$ cat src/include/cfb_consts.svh
`ifndef CFB_CONSTS_SVH
`define CFB_CONSTS_SVH

// Clock rate and the minimum-time to cycle conversion (rounds up)
`define CFB_CLK_MHZ        250
`define CFB_CYC_MIN(ns)    (((ns) * `CFB_CLK_MHZ + 999) / 1000)

// Timing figures in ns
`define CFB_EOT_TO_ARB_NS  30
`define CFB_ARB_HOLD_NS    100
`define CFB_PRIO_STABLE_NS 10
`define CFB_RELEASE_NS     7800

// Derived cycle counts
`define CFB_EOT_TO_ARB_CYC  `CFB_CYC_MIN(`CFB_EOT_TO_ARB_NS)
`define CFB_ARB_HOLD_CYC    `CFB_CYC_MIN(`CFB_ARB_HOLD_NS)
`define CFB_PRIO_STABLE_CYC `CFB_CYC_MIN(`CFB_PRIO_STABLE_NS)
`define CFB_RELEASE_CYC     ((`CFB_RELEASE_NS * `CFB_CLK_MHZ) / 1000)

// Default level of the channel when nobody requests
`define CFB_DEFAULT_LEVEL  4'hF

// Reset values
`define CFB_RST_PHASE      1'b1

`endif

$ cat src/include/cfb_pkg.sv
package cfb_pkg;

  // Channel pins seen by the central point and the responding slave
  typedef struct packed {
    logic       status_zero_n;
    logic       status_one_n;
    logic       multi_cycle_hold_n;
    logic       transfer_command_n;
    logic       channel_request_n;
    logic       address_latch_strobe_n;
    logic       memory_or_io_select;
    logic [3:0] priority_lines;
  } cfb_pins_type;

  typedef enum logic [1:0] {
    ST_GRANT,
    ST_EOT_HOLD,
    ST_ARBITRATE
  } cfb_state_type;

endpackage : cfb_pkg

$ cat src/rtl/cfb_central.sv
// Function
// Bursting participants implement fairness mechanism
// Owner releases within 7.8 us of request
// Fair releaser enters inactive state if requested
// Inactive participant neither requests nor arbitrates
// Exit inactive after request idle plus 10 ns
// Inactive exit ignores arbitrate/grant phase
// Burster asserts hold within 50 ns of grant
// Winner drops request within 50 ns of grant
// Arbitrate phase lasts at least 100 ns
// Arbitrate starts 30 ns after end; end held
// Priority drivers switch within 50 ns
// Priority lines stable 10 ns before grant
// First command 115 ns, status 145 ns after grant
// Early DMA address adds 30 ns before sampling
// Aborted cycle status pulse at least 85 ns
// Data moves only within command; space select
// Write signals driven in documented order
// Slave returns select and port size decodes
// Slave stretches cycle via unlatched ready decode
// Slave latches decodes at strobe or command
// Master waits on ready; slave bounds hold
// Status drops at cycle end, address may change
// Abort skips strobe and command, drops hold
// Transfer end is last trailing control edge
// Levels 0 highest to F; bitwise backoff
// Fairness setting comes out of reset enabled
`include "cfb_consts.svh"

module cfb_central
  import cfb_pkg::*;
#(
  parameter int DW       = 32,
  parameter int RDY_MAX  = 1000,
  parameter int REL_CYC  = `CFB_RELEASE_CYC
) (
  // Clock and reset
  input  wire logic          i_clk,
  input  wire logic          i_arst_n,
  // Channel pins
  input  wire cfb_pins_type  i_pins,
  input  wire logic [DW-1:0] i_data,
  // Local slave control
  input  wire logic          i_slave_sel,
  input  wire logic          i_slave_wait,
  // Arbitration
  output      logic          o_arbitrate_grant_phase,
  output      logic [3:0]    o_granted_level,
  output      logic          o_release_timeout,
  // Slave ready, open drain: value is always low
  output      logic          o_card_channel_ready_oe,
  // Received write data
  output      logic [DW-1:0] o_wr_data,
  output      logic          o_wr_is_memory,
  output      logic          o_wr_valid
);

  localparam int TW = 12;

  // Two-stage synchronisers for every pin input
  cfb_pins_type  pins_s1_r;
  cfb_pins_type  pins_r;
  logic [DW-1:0] data_s1_r;
  logic [DW-1:0] data_r;

  always_ff @(posedge i_clk or negedge i_arst_n) begin
    if (!i_arst_n) begin
      pins_s1_r <= '1;
      pins_r    <= '1;
      data_s1_r <= '0;
      data_r    <= '0;
    end else begin
      pins_s1_r <= i_pins;
      pins_r    <= pins_s1_r;
      data_s1_r <= i_data;
      data_r    <= data_s1_r;
    end
  end

  // Decoding
  wire status_act = !pins_r.status_zero_n || !pins_r.status_one_n;
  wire ctrl_act   = status_act || !pins_r.multi_cycle_hold_n || !pins_r.transfer_command_n;
  wire eot_now    = !ctrl_act;
  wire req_act    = !pins_r.channel_request_n;

  // Arbitration state
  cfb_state_type state_r;
  cfb_state_type state_nxt;
  logic          busy_seen_r;
  logic [3:0]    prio_prev_r;
  logic          eot_done;
  logic          hold_done;
  logic          stable_done;
  logic          rel_done;

  cfb_timer #(.W(TW)) u_eot_timer (
    .i_clk    (i_clk),
    .i_arst_n (i_arst_n),
    .i_run    (state_r == ST_EOT_HOLD),
    .i_limit  (TW'(`CFB_EOT_TO_ARB_CYC)),
    .o_done   (eot_done)
  );

  cfb_timer #(.W(TW)) u_hold_timer (
    .i_clk    (i_clk),
    .i_arst_n (i_arst_n),
    .i_run    (state_r == ST_ARBITRATE),
    .i_limit  (TW'(`CFB_ARB_HOLD_CYC)),
    .o_done   (hold_done)
  );

  // Restarts on any change, so only a settled bus lets grant through
  cfb_timer #(.W(TW)) u_stable_timer (
    .i_clk    (i_clk),
    .i_arst_n (i_arst_n),
    .i_run    ((state_r == ST_ARBITRATE) && (pins_r.priority_lines == prio_prev_r)),
    .i_limit  (TW'(`CFB_PRIO_STABLE_CYC)),
    .o_done   (stable_done)
  );

  // Owner that ignores a request too long is overridden
  cfb_timer #(.W(TW)) u_rel_timer (
    .i_clk    (i_clk),
    .i_arst_n (i_arst_n),
    .i_run    ((state_r == ST_GRANT) && req_act && busy_seen_r),
    .i_limit  (TW'(REL_CYC)),
    .o_done   (rel_done)
  );

  wire go_grant = hold_done && stable_done;

  always_comb begin
    state_nxt = state_r;
    unique case (state_r)
      ST_GRANT: begin
        if (rel_done) begin
          state_nxt = ST_ARBITRATE;
        end else if (busy_seen_r && eot_now) begin
          state_nxt = ST_EOT_HOLD;
        end
      end
      ST_EOT_HOLD: begin
        if (!eot_now) begin
          state_nxt = ST_GRANT;
        end else if (eot_done) begin
          state_nxt = ST_ARBITRATE;
        end
      end
      ST_ARBITRATE: begin
        if (go_grant) begin
          state_nxt = ST_GRANT;
        end
      end
    endcase
  end

  always_ff @(posedge i_clk or negedge i_arst_n) begin
    if (!i_arst_n) begin
      state_r                 <= ST_ARBITRATE;
      busy_seen_r             <= 1'b0;
      prio_prev_r             <= `CFB_DEFAULT_LEVEL;
      o_arbitrate_grant_phase <= `CFB_RST_PHASE;
      o_granted_level         <= `CFB_DEFAULT_LEVEL;
      o_release_timeout       <= 1'b0;
    end else begin
      state_r                 <= state_nxt;
      busy_seen_r             <= (state_r == ST_ARBITRATE) ? 1'b0 : (busy_seen_r || ctrl_act);
      prio_prev_r             <= pins_r.priority_lines;
      o_arbitrate_grant_phase <= (state_nxt == ST_ARBITRATE);
      o_release_timeout       <= (state_r == ST_GRANT) && rel_done;
      if ((state_r == ST_ARBITRATE) && go_grant) begin
        o_granted_level <= pins_r.priority_lines;
      end
    end
  end

  // Responding slave: ready may only be pulled after the latch strobe
  logic rdy_done;
  logic adl_seen_r;
  logic cmd_prev_r;
  logic wr_cyc_r;
  logic mem_cyc_r;

  wire sel_act  = i_slave_sel && status_act;
  wire cmd_rise = !cmd_prev_r && pins_r.transfer_command_n;
  wire cmd_fall = cmd_prev_r && !pins_r.transfer_command_n;
  wire rdy_want = sel_act && adl_seen_r && i_slave_wait;

  // Times the wish, not the pull, so a spent limit stays spent until select, wait or status drops
  cfb_timer #(.W(TW)) u_rdy_timer (
    .i_clk    (i_clk),
    .i_arst_n (i_arst_n),
    .i_run    (rdy_want),
    .i_limit  (TW'(RDY_MAX)),
    .o_done   (rdy_done)
  );

  wire rdy_nxt  = rdy_want && !rdy_done;

  always_ff @(posedge i_clk or negedge i_arst_n) begin
    if (!i_arst_n) begin
      adl_seen_r              <= 1'b0;
      cmd_prev_r              <= 1'b1;
      wr_cyc_r                <= 1'b0;
      mem_cyc_r               <= 1'b0;
      o_card_channel_ready_oe <= 1'b0;
      o_wr_data               <= '0;
      o_wr_is_memory          <= 1'b0;
      o_wr_valid              <= 1'b0;
    end else begin
      adl_seen_r              <= status_act && (adl_seen_r || !pins_r.address_latch_strobe_n);
      cmd_prev_r              <= pins_r.transfer_command_n;
      o_card_channel_ready_oe <= rdy_nxt;
      o_wr_valid              <= cmd_rise && wr_cyc_r;
      if (cmd_fall) begin
        wr_cyc_r  <= sel_act && !pins_r.status_zero_n && pins_r.status_one_n;
        mem_cyc_r <= pins_r.memory_or_io_select;
      end
      if (cmd_rise && wr_cyc_r) begin
        o_wr_data      <= data_r;
        o_wr_is_memory <= mem_cyc_r;
      end
    end
  end

endmodule : cfb_central

$ cat src/rtl/cfb_timer.sv
module cfb_timer #(
  parameter int W = 12
) (
  // Clock and reset
  input  wire logic         i_clk,
  input  wire logic         i_arst_n,
  // Control
  input  wire logic         i_run,
  input  wire logic [W-1:0] i_limit,
  // Status
  output      logic         o_done
);

  logic [W-1:0] count_r;
  logic [W-1:0] count_nxt;

  // Restarts whenever run drops, saturates at the limit
  assign count_nxt = !i_run ? '0 : (count_r == i_limit) ? count_r : count_r + 1'b1;
  assign o_done    = i_run && (count_r == i_limit);

  always_ff @(posedge i_clk or negedge i_arst_n) begin
    if (!i_arst_n) begin
      count_r <= '0;
    end else begin
      count_r <= count_nxt;
    end
  end

endmodule : cfb_timer
$ cat config.mk
export PLATFORM = sky130hd
export DESIGN_NAME = cfb_central
export DESIGN_NICKNAME = d
export VERILOG_FILES = /design/src/include/cfb_pkg.sv /design/src/rtl/cfb_central.sv /design/src/rtl/cfb_timer.sv
export VERILOG_INCLUDE_DIRS = /design/src /design/src/include
export SDC_FILE = /design/constraint.sdc
export NUM_CORES = 1
export LEC_CHECK = 0
export ABC_AREA = 0
export BUFFER_PORTS_ARGS = -buffer_cell sky130_fd_sc_hd__buf_2
export CAP_MARGIN = 20
export CORE_ASPECT_RATIO = 0.75
export CORE_MARGIN = 5
export CORE_UTILIZATION = 55
export DETAILED_ROUTE_END_ITERATION = 10
export PLACE_DENSITY = 0.76
export SLEW_MARGIN = 5
export SYNTH_ARGS = -nofsm -noshare
export SYNTH_HDL_FRONTEND = slang
export SYNTH_HIERARCHICAL = 1
export SYNTH_SLANG_ARGS = --single-unit
$ cat constraint.sdc
create_clock -name i_clk -period 3.3 [get_ports i_clk]
set_input_delay 0.165 -clock i_clk [delete_from_list [all_inputs] [get_ports i_clk]]
set_output_delay 0.165 -clock i_clk [all_outputs]
set_load 0.02 [all_outputs]
### Word level (Yosys, flattened, before mapping)

Cells that the tools add are included.

| word-level totals | value |
|---|---|
| word-level logic and storage cells | 110 |
| input bits | 47 |
| bits in registers | 198 |
| output and inout bits | 41 |

| cells by class | value |
|---|---|
| multiplexer cells | 17 |
| eq/ne operators | 14 |
| add/subtract/negate cells | 5 |
| reduce and logical (&&, ||, !) cells | 37 |

Operators by type and width:

| cell | count |
|---|---|
| two-way mux 12 bit | 10 |
| adder 12 x 1 -> 12 bit (second input constant) | 5 |
| logical AND 1 bit | 22 |
| == test 12 x 10 -> 1 bit (second input constant) | 1 |
| == test 12 x 11 -> 1 bit (second input constant) | 1 |
| == test 12 x 2 -> 1 bit (second input constant) | 1 |
| == test 12 x 4 -> 1 bit (second input constant) | 1 |
| == test 12 x 5 -> 1 bit (second input constant) | 1 |
| two-way mux 2 bit | 5 |
| != test 2 bit (second input constant) | 5 |
| logical NOT 1 bit | 9 |
| case mux 2 bit (3 select lines) | 1 |
| logical OR 1 bit | 5 |
| == test 2 bit (second input constant) | 2 |
| == test 4 bit | 1 |
| == test 2 x 1 -> 1 bit (second input constant) | 1 |
| logical NOT 2 bit | 1 |
| two-way mux 1 bit | 1 |

### Longest topological paths before layout

Gate-level depths: netlist of run 1.

| depth | value |
|---|---|
| depth after elaboration | 10 |
| mapped depth | 12 |
| gate-level depth less buffers | 11 |

### Modules after synthesis

Netlist of run 1, hierarchy kept.

Modules (own cells, without submodules):

| module | cells an instance | area an instance (um^2) | times used |
|---|---|---|---|
| cfb_central | 295 | 4234.1 | 1 |
| cfb_timer | 82 | 780.7 | 5 |

### Worst setup path after synthesis of run 1

No wires, ideal clock.

| path | value |
|---|---|
| kind | register to register |
| start | register state_r[1] |
| end | register o_granted_level[0] |
| path buffers | 1 |
| required time | 3218 ps |
| cell stages (with the launch flop) | 10 |
| period minus slack after synthesis | 2928 ps |
| slack | 372 ps |
| arrival | 2846 ps |
| setup time | 82 ps |
| path through | dfstp_2 -> ha_1 -> o21ai_0 -> nor4b_1 -> nand3_1 -> or4_1 -> buf_2 -> inv_1 -> nand3_1 -> mux2_2 |

| between the ends | value |
|---|---|
| cells in the longest elaborated chain, start to end | 5 |
| elaborated cells on any way between the ends | 6 |
| classes of those cells | eq/ne (1); reduce/logical (5) |

Ends and longest elaborated chain:

| element | line | source |
|---|---|---|
| start, declared | cfb_central.sv:87 | `cfb_state_type state_r;` |
| start signal, assigned | cfb_central.sv:166 | `state_r <= state_nxt;` |
| == test 2 bit | cfb_central.sv:116 | `.i_run ((state_r == ST_ARBITRATE) && (pins_r.priority_lines == prio_prev_r)),` |
| logical AND 1 bit | cfb_central.sv:116 |  |
| logical AND 1 bit | cfb_timer.sv:19 | `assign o_done = i_run && (count_r == i_limit);` |
| named net stable_done | cfb_central.sv:93 | `logic stable_done;` |
| logical AND 1 bit | cfb_central.sv:130 | `wire go_grant = hold_done && stable_done;` |
| logical AND 1 bit | cfb_central.sv:171 | `if ((state_r == ST_ARBITRATE) && go_grant) begin` |
| end signal, assigned | cfb_central.sv:163 | `` o_granted_level <= `CFB_DEFAULT_LEVEL; `` |
| end signal, assigned | cfb_central.sv:172 | `o_granted_level <= pins_r.priority_lines;` |
| end, declared | cfb_central.sv:48 | `output logic [3:0] o_granted_level,` |

The timed path passes the listed nets, and every way through them passes these cells.
A chain may end at the register's enable or synchronous reset.

### Worst setup path in the final report of run 1

| path | value |
|---|---|
| start | register pins_r[1] (netlist bit) |
| end | register o_granted_level[3] |

| between the ends | value |
|---|---|
| cells in the longest elaborated chain, start to end | 5 |

Ends and longest elaborated chain:

| element | line | source |
|---|---|---|
| start, declared | cfb_central.sv:62 | `cfb_pins_type pins_r;` |
| start signal, assigned | cfb_central.sv:74 | `pins_r <= pins_s1_r;` |
| == test 4 bit | cfb_central.sv:116 |  |
| logical AND 1 bit | cfb_central.sv:116 |  |
| logical AND 1 bit | cfb_timer.sv:19 |  |
| named net stable_done | cfb_central.sv:93 |  |
| logical AND 1 bit | cfb_central.sv:130 |  |
| logical AND 1 bit | cfb_central.sv:171 |  |

The timed path passes the listed nets, and every way through them passes these cells.

==> impl_metrics.tcl, run 1 <==
set metrics [dict create \
    r2r-end "o_granted_level[3]" \
    wl_met1_um 7350 \
    tightest_slew_ps 907 \
    wirelength_um 17000 \
    final_util_pct 69.5 \
    layout_common_cells "165 x dfrtp_1, 144 x nand2_1, 86 x buf_2, 60 x conb_1, 55 x xnor2_1" \
    p_leak_nw 4.60 \
    grt_usage_pct 21.5 \
    route.detailed.drc 0 \
    arrival_ps 2960 \
    synth_top_area_share_pct 50.7 \
    htree_levels 4 \
    muxShareOfSynthArea_pct 2.40 \
    drv_slew 0 \
    synth_area_leader_cell "dfrtp_1" \
    yosysUniqueCellTypes 46 \
    post_cts_buffers 0 \
    port_buffers 87 \
    hold_end "u_rdy_timer/count_r[7]" \
    synth_top_family_by_area "simple AND/OR/NAND/NOR gates" \
    max_cap_viol_count 0 \
    drtAntennaViolNets 0 \
    ff2ff_path_depth 8 \
    cts_max_path_buffers 2 \
    cp_num_buf_inv 2 \
    post-dp-hpwl_um 10800 \
    cp_top_family "simple AND/OR/NAND/NOR gates" \
    fp.coreArea_mm2 0.0145 \
    drtIter0Drc 315 \
    dr.pass1.iters 5 \
    cts_resized 0 \
    startpoint_type "flop" \
    die-area_mm2 0.0174 \
    ys_seq_elements 198 \
    synth_area_mm2 0.00814 \
    synthArstFlopShare_pct 100 \
    hp-start "i_slave_wait" \
    grt_pass1_wl_um 29500 \
    wire_per_inst_um 15.2 \
    status "finished, final reports clean" \
    cts_tree "done" \
    fin_worst_skew_ps 6.90 \
    period_share_pct 79.0 \
    ctsHoldBuffers 45 \
    start_util_pct 56.1 \
    yosysWarningCount 6 \
    ys.flop_type "dfrtp_1" \
    highest_layer "met4" \
    finalSetupTns_ps 0 \
    grt_max_degree 119 \
    critPathRequiredTime_ps 3650 \
    r2r_start "pins_r[1]" \
    n_antenna_cell 0 \
    crit_type "reg2reg" \
    antenna_found_initial 0 \
    layout_commonest_cell "dfrtp_1" \
    cp_max_fo 6 \
    rsz0062_at_grt "no" \
    synth_edf_count 0 \
    vias 5862 \
    worstHoldPathCells 6 \
    crit_slowest_cell "or4_1" \
    synth-simple-area-share_pct 15.3 \
    fin_cells 1115 \
    max_stage_delay_ps 570 \
    power_density_mw_per_mm2 602 \
    via_per_inst 5.26 \
    grt_pass1_vias 6109 \
    dp.cells 1038 \
    numCtsBuffers 17 \
    max_clock_freq_mhz 384 \
    synthAdderAreaFrac_pct 1.23 \
    syn_area_per_cell_um2 11.5 \
    clkSinkCount 198 \
    setup_slack_ps 693 \
    endpoint_kind "flop" \
    pre_cts_ws_ps 704 \
    relSlewSlack_pct 39.5 \
    max-vdd-ir-drop_uv 353 \
    root_buffer "clkbuf_16" \
    rows 38 \
    synthTopCellsByArea "dfrtp_1 51%, dfstp_2 11%, nand2_1 6.6%" \
    synthToLayoutAreaGrowth_pct 23.8 \
    min_period_ps 2610 \
    setup_viol_count_final 0 \
    nNetsFinal 957 \
    gp_congestion 0.815 \
    ys_seq_area_share_pct 61.4 \
    synth-compound-area-share_pct 9.73 \
    die_height_um 115 \
    wl_met2_um 8420 \
    synth_cells 705 \
    regToRegSetupSlack_ps 690 \
    chipWidth_um 150 \
    wl_met3_um 728 \
    clk_latency_ps 430 \
    crit_chain "inv_1, a222oi_1, nor4b_2, nand3_1, or4_1, inv_1, nand3_1, mux2_2" \
    ios 88 \
    hold_viol_final 0 \
    clk_pin_slew_worst_paths_ps 70 \
    grt-ovfl-total 0 \
    final_layout_size_suffix_gt1_share_pct 20.1 \
    hold_path.class "in2reg" \
    synth-xor-area-share_pct 7.03 \
]
[area by class of cell]
cell class                      count  area, um2
Fill cell                        1037       4420
Multi-Input combinational cell    516       3130
Inverter                           28        105
Clock inverter                     15        193
Clock buffer                       17        425
Timing Repair Buffer              141        975
Sequential cell                   198       5000
Tap cell                          200        250
[worst max path at each step]
stage,from,to,slack [ps],cells after the start
after CTS,pins_r[1],o_granted_level[3],680,8
after detailed placement,pins_r[1],o_granted_level[2],700,8
after global routing,pins_r[1],o_granted_level[2],510,8
after global placement,pins_r[1],o_granted_level[2],800,8
final,pins_r[1],o_granted_level[3],690,8
after floorplan,state_r[1],o_granted_level[0],370,9
[cell families after synthesis]
group                      after synthesis
xor gates and xnor gates                61
adders and majority gates                8
buffers and inverters                   49
muxes                                   19
and+or+nand+nor                        259
DFF                                    198
AOI/OAI and AO/OA                      109
other                                    2
[tightest hold or removal path: stages]
cell and delay (ps):
buf_2 90, nand3_1 80, a21oi_1 40, buf_4 190, nand2_1 70, o21ai_1 50
[cells in the mapped netlist (all sizes together) (4+ instances only)]
master and number:
and3 5, inv 27, or4 5, a21boi 5, mux2 4, nand2 149, mux2i 15, nand3 43
o311a 5, a31o 5, or3 5, nand4 11, o21ai 19, clkbuf 8, buf 13, xnor2 60
o31ai 31, dfstp 33, dfrtp 165, ha 8, o211ai 35, nor2 14, nor4 5, nor4b 11
nor3 5
[report_power, final]
part / switching [mW] / internal [mW] / leakage, nW
logic: 0.669 / 0.380 / 1.86
clock network: 0.948 / 1.22 / 0.300
registers: 0.158 / 2.69 / 2.44
[registers in the layout, indices dropped and copies added, names as in the netlist, 2 cells and up]
| name | cells |
|---|---|
| data_r | 32 |
| data_s1_r | 32 |
| o_wr_data | 32 |
| u_eot_timer/count_r | 12 |
| u_hold_timer/count_r | 12 |
| u_rdy_timer/count_r | 12 |
| u_rel_timer/count_r | 12 |
| u_stable_timer/count_r | 12 |
| pins_r | 11 |
| pins_s1_r | 11 |
| o_granted_level | 4 |
| prio_prev_r | 4 |
| state_r | 2 |
[layer usage]
metal | GRT usage, % | vias to the layer above
met5 | 0 | -
met4 | 8.41 | 0
met1 | 28.2 | 2864
met2 | 35.2 | 149
met3 | 4.85 | 43
li1 | - | 2806
[through the flow]
stage	instance area, um2	hold slack [ps]	total power, mW
floorplan	8360	-131	3.49
global placement	9010	271	3.83
detailed placement	9010	271	3.88
CTS	10100	306	6.11
global route	10100	353	6.35
finish	10100	321	6.06
Note: power is estimated with default switching activity, not from simulation.
==> inputs of run 2 (changes only) <==
==> constraint.sdc (replaced) <==
create_clock -name i_clk -period 2.6 [get_ports i_clk]
set_input_delay 0.13 -clock i_clk [delete_from_list [all_inputs] [get_ports i_clk]]
set_output_delay 0.13 -clock i_clk [all_outputs]
set_load 0.02 [all_outputs]
==> impl_metrics.tcl, run 2 (synthesized netlist as in run 1, its figures left out) <==
set metrics [dict create \
    die_height_um 115 \
    grt_pass1_vias 5879 \
    drtAntennaViolNets 0 \
    final_layout_size_suffix_gt1_share_pct 20.7 \
    chipWidth_um 150 \
    startpoint_type "flop" \
    layout_common_cells "165 x dfrtp_1, 143 x nand2_1, 86 x buf_2, 60 x conb_1, 55 x xnor2_1" \
    root_buffer "clkbuf_16" \
    tightest_slew_ps 858 \
    max-vdd-ir-drop_uv 581 \
    post_cts_buffers 0 \
    numCtsBuffers 17 \
    endpoint_kind "flop" \
    cts_max_path_buffers 2 \
    relSlewSlack_pct 42.3 \
    start_util_pct 56.1 \
    grt_max_degree 74 \
    ios 88 \
    status "finished, final reports clean" \
    fin_worst_skew_ps 9.21 \
    grt_pass1_wl_um 28700 \
    clk_latency_ps 430 \
    crit_chain "inv_1, a222oi_1, nor4b_4, nand3_1, or4_4, inv_4, nand3_1, mux2_2" \
    period_share_pct 92.5 \
    report.power.total_mw 7.65 \
    fillCellCount 999 \
    p_leak_nw 4.62 \
    holdWs_ps 260 \
    gp_congestion 0.813 \
    die-area_mm2 0.0174 \
    nNetsFinal 961 \
    cts_tree "done" \
    crit_slowest_cell "dfstp_2" \
    hold_path.class "in2reg" \
    clkSinkCount 198 \
    rsz0062_at_grt "yes" \
    crit_type "reg2reg" \
    cp_max_fo 5 \
    post-dp-hpwl_um 10900 \
    rows 38 \
    max_clock_freq_mhz 416 \
    min_period_ps 2400 \
    port_buffers 87 \
    power_density_mw_per_mm2 754 \
    arrival_ps 2760 \
    fp.coreArea_mm2 0.0145 \
    layout_commonest_cell "dfrtp_1" \
    antenna_found_initial 0 \
    top_regs "data_r: 32 flops, data_s1_r: 32 flops, o_wr_data: 32 flops" \
    drv_slew 0 \
    vias 5811 \
    via_per_inst 5.20 \
    drtIter0Drc 371 \
    grt_usage_pct 21.0 \
    critPathRequiredTime_ps 2950 \
    clk_pin_slew_worst_paths_ps 70 \
    dr.pass1.iters 5 \
    max_cap_viol_count 0 \
    finalSetupTns_ps 0 \
    setup_viol_count_final 0 \
    htree_levels 4 \
    wirelength_um 16700 \
    max_stage_delay_ps 520 \
    n_antenna_cell 0 \
    route.detailed.drc 0 \
    synthToLayoutAreaGrowth_pct 24.5 \
    wire_per_inst_um 14.9 \
    grt-ovfl-total 0 \
    path_common_cell "nand3_1" \
    hold_viol_final 0 \
]
run 2: cell type report:
cell class | count | area [um2] | share of cell area (%)
multi-input combinational | 516 | 3160 | 31.2
tap | 200 | 250 | 2.47
clock inverter | 13 | 171 | 1.69
timing repair buffer | 145 | 1020 | 10.0
sequential | 198 | 5000 | 49.3
inverter | 28 | 108 | 1.06
clock buffer | 18 | 429 | 4.24
run 2: timing repair:
action | CTS | global route
setup endpoints to repair | 0 | 5
gates resized for setup | 0 | 5
hold endpoints to repair | 110 | 0
hold buffers | 45 | 0
run 2: critical path, delay by kind of cell, from the launching register on:
| family | cells | cell delay, ps |
|---|---|---|
| flip-flops | 1 | 520 |
| multiplexers | 1 | 320 |
| AND/OR/NAND/NOR | 4 | 990 |
| buffers and inverters | 2 | 130 |
| AO/OA/AOI/OAI | 1 | 360 |
run 2: worst paths after layout:
path,start,to,slack (ps),depth (start not counted)
max in group asynchronous,i_arst_n,pins_s1_r[10],1520,3
hold reg to reg,data_s1_r[30],data_r[30],340,0
setup / recovery,prio_prev_r[0],o_granted_level[2],200,8
setup reg to reg,prio_prev_r[0],o_granted_level[2],200,8
hold / removal,i_slave_wait,u_rdy_timer/count_r[7],260,6
min in group asynchronous,i_arst_n,o_wr_data[9],280,2
run 2: power breakdown:
group | internal (mW) | switching [mW]
Combinational | 0.493 | 0.861
Sequential | 3.42 | 0.201
Clock | 1.53 | 1.15
run 2: stage by stage:
| stage | setup WS, ps | instances | utilization [%] | instance area [um2] |
|---|---|---|---|---|
| floorplan | 38.7 | 763 | - | 8370 |
| global placement | 287 | 1042 | 62.5 | 9060 |
| detailed placement | 185 | 1042 | 62.5 | 9060 |
| CTS | 165 | 1118 | 69.8 | 10100 |
| global route | 3.24 | 1118 | 69.9 | 10100 |
| finish | 196 | 1118 | 69.9 | 10100 |
run 2: routing by layer:
metal	wire length (um)	part of all wire, %	GRT usage, %
met1	7490	45	28.7
met3	813	4.9	4.65
met2	8090	49	33.5
met5	0	0	0
met4	286	1.7	7.62
==> inputs of run 3 (changes only) <==
--- a/config.mk
+++ b/config.mk
@@ -11,9 +11,9 @@
 export CAP_MARGIN = 20
 export CORE_ASPECT_RATIO = 0.75
 export CORE_MARGIN = 5
-export CORE_UTILIZATION = 55
+export CORE_UTILIZATION = 41
 export DETAILED_ROUTE_END_ITERATION = 10
-export PLACE_DENSITY = 0.76
+export PLACE_DENSITY = 0.6
 export SLEW_MARGIN = 5
 export SYNTH_ARGS = -nofsm -noshare
 export SYNTH_HDL_FRONTEND = slang
==> impl_metrics.tcl, run 3 (synthesized netlist as in run 1, its figures left out) <==
set metrics [dict create \
    drtAntennaViolNets 0 \
    max_stage_delay_ps 540 \
    grt_pass1_vias 5530 \
    max_clock_freq_mhz 420 \
    tightest_slew_ps 537 \
    period_share_pct 91.6 \
    grt_usage_pct 15.1 \
    crit_slowest_cell "dfstp_2" \
    highest_layer "met4" \
    p_leak_nw 4.66 \
    report.power.total_mw 7.62 \
    drv_slew 0 \
    n_antenna_cell 0 \
    fin_area_mm2 0.0103 \
    ctsHoldBuffers 45 \
    critPathRequiredTime_ps 2960 \
    cts_tree "done" \
    finalSetupTns_ps 0 \
    grt_pass1_wl_um 28400 \
    grt-ovfl-total 0 \
    seq_area_mm2 0.00500 \
    drtIter0Drc 432 \
    fillCellCount 1705 \
    root_buffer "clkbuf_16" \
    htree_levels 4 \
    relSlewSlack_pct 64.2 \
    holdWs_ps 236 \
    route.detailed.drc 0 \
    top_regs "data_r: 32 flops, data_s1_r: 32 flops, o_wr_data: 32 flops" \
    wire_per_inst_um 13.7 \
    hold_viol_final 0 \
    clkSinkCount 198 \
    port_buffers 87 \
    hold_path.class "in2async" \
    max-vdd-ir-drop_uv 371 \
    layout_common_cells "165 x dfrtp_1, 144 x nand2_1, 86 x buf_2, 60 x conb_1, 55 x xnor2_1" \
    ios 88 \
    grt_max_degree 66 \
    synthToLayoutAreaGrowth_pct 26.0 \
    die_height_um 132 \
    nNetsFinal 969 \
    max_cap_viol_count 0 \
    cp_max_fo 5 \
    min_period_ps 2380 \
    dr.pass1.iters 4 \
    crit_type "reg2reg" \
    arrival_ps 2740 \
    post_dp_cell_area_mm2 0.00918 \
    final_layout_size_suffix_gt1_share_pct 21.3 \
    startpoint_type "flop" \
    post-dp-hpwl_um 11200 \
    power_density_mw_per_mm2 743 \
    endpoint_kind "flop" \
    crit_chain "inv_1, a222oi_1, nor4b_2, nand3_1, or4_1, inv_1, nand3_1, mux2_2" \
    vias 5566 \
    wl_met1_um 8350 \
    clk_latency_ps 440 \
    gp_congestion 0.778 \
    wl_met2_um 7240 \
    cts_resized 0 \
    setup_viol_count_final 0 \
    multi_input_area_mm2 0.00315 \
    start_util_pct 41.9 \
    via_per_inst 4.72 \
    clk_pin_slew_worst_paths_ps 80 \
    fp.coreArea_mm2 0.0194 \
    wirelength_um 16200 \
    layout_commonest_cell "dfrtp_1" \
    rsz0062_at_grt "no" \
    cts_max_path_buffers 2 \
    rows 44 \
    antenna_found_initial 0 \
    die-area_mm2 0.0228 \
    status "finished, final reports clean" \
    chipWidth_um 173 \
    numCtsBuffers 17 \
    wl_met3_um 497 \
    post_cts_buffers 0 \
    fin_worst_skew_ps 12.6 \
]
[run 3: cell count changes in the layout (fill, tap and decap cells not counted), moves of 2 or more]
cell	previous run	this run
clkinvlp_4	3	0
clkinv_2	2	0
inv_12	0	2
inv_8	2	5
buf_4	11	20
clkinv_8	0	5
bufinv_16	3	0
[run 3: stage by stage]
stage / setup WS, ps / std cells / utilization (%)
2_1_floorplan: 38.7 / 763 / -
3_3_place_gp: 252 / 1103 / 47.2
3_5_place_dp: 230 / 1103 / 47.2
4_1_cts: 203 / 1180 / 52.7
5_1_grt: 26.1 / 1180 / 52.7
6_report: 218 / 1180 / 52.7
[run 3: report_power, final]
group	switching, mW	internal [mW]
Combinational	0.825	0.490
Sequential	0.195	3.41
Clock	1.36	1.33
Total	2.38	5.24
[run 3: worst paths after layout]
| kind | start | end | slack (ps) | cells past startpoint |
|---|---|---|---|---|
| hold / removal | i_arst_n | data_s1_r[15] | 240 | 2 |
| setup reg to reg | pins_r[1] | o_granted_level[0] | 220 | 8 |
| hold reg to reg | data_s1_r[26] | data_r[26] | 350 | 0 |
| min in group i_clk | i_slave_wait | o_card_channel_ready_oe | 290 | 5 |
| max in group asynchronous | i_arst_n | o_wr_data[24] | 1540 | 3 |
| setup / recovery | pins_r[1] | o_granted_level[0] | 220 | 8 |
[run 3: worst max-delay path: cells and delay by family (launching register included)]
kind,cells,cell delay [ps]
compound gates,1,300
flops,1,540
mux,1,330
buf+inv,2,160
simple gates,4,990
[run 3: per-layer routing]
metal / vias up / GRT usage [%]
met5: - / 0
met1: 2681 / 22.3
met3: 7 / 3.64
li1: 2813 / -
met4: 0 / 3.40
met2: 65 / 22.6
[run 3: area by class of cell]
cell class	count	share of cell area (%)
Inverter	28	1.03
Tap cell	253	3.09
Clock inverter	15	1.92
Timing Repair Buffer	153	10.4
Sequential cell	198	48.7
Multi-Input combinational cell	516	30.7
Clock buffer	17	4.15
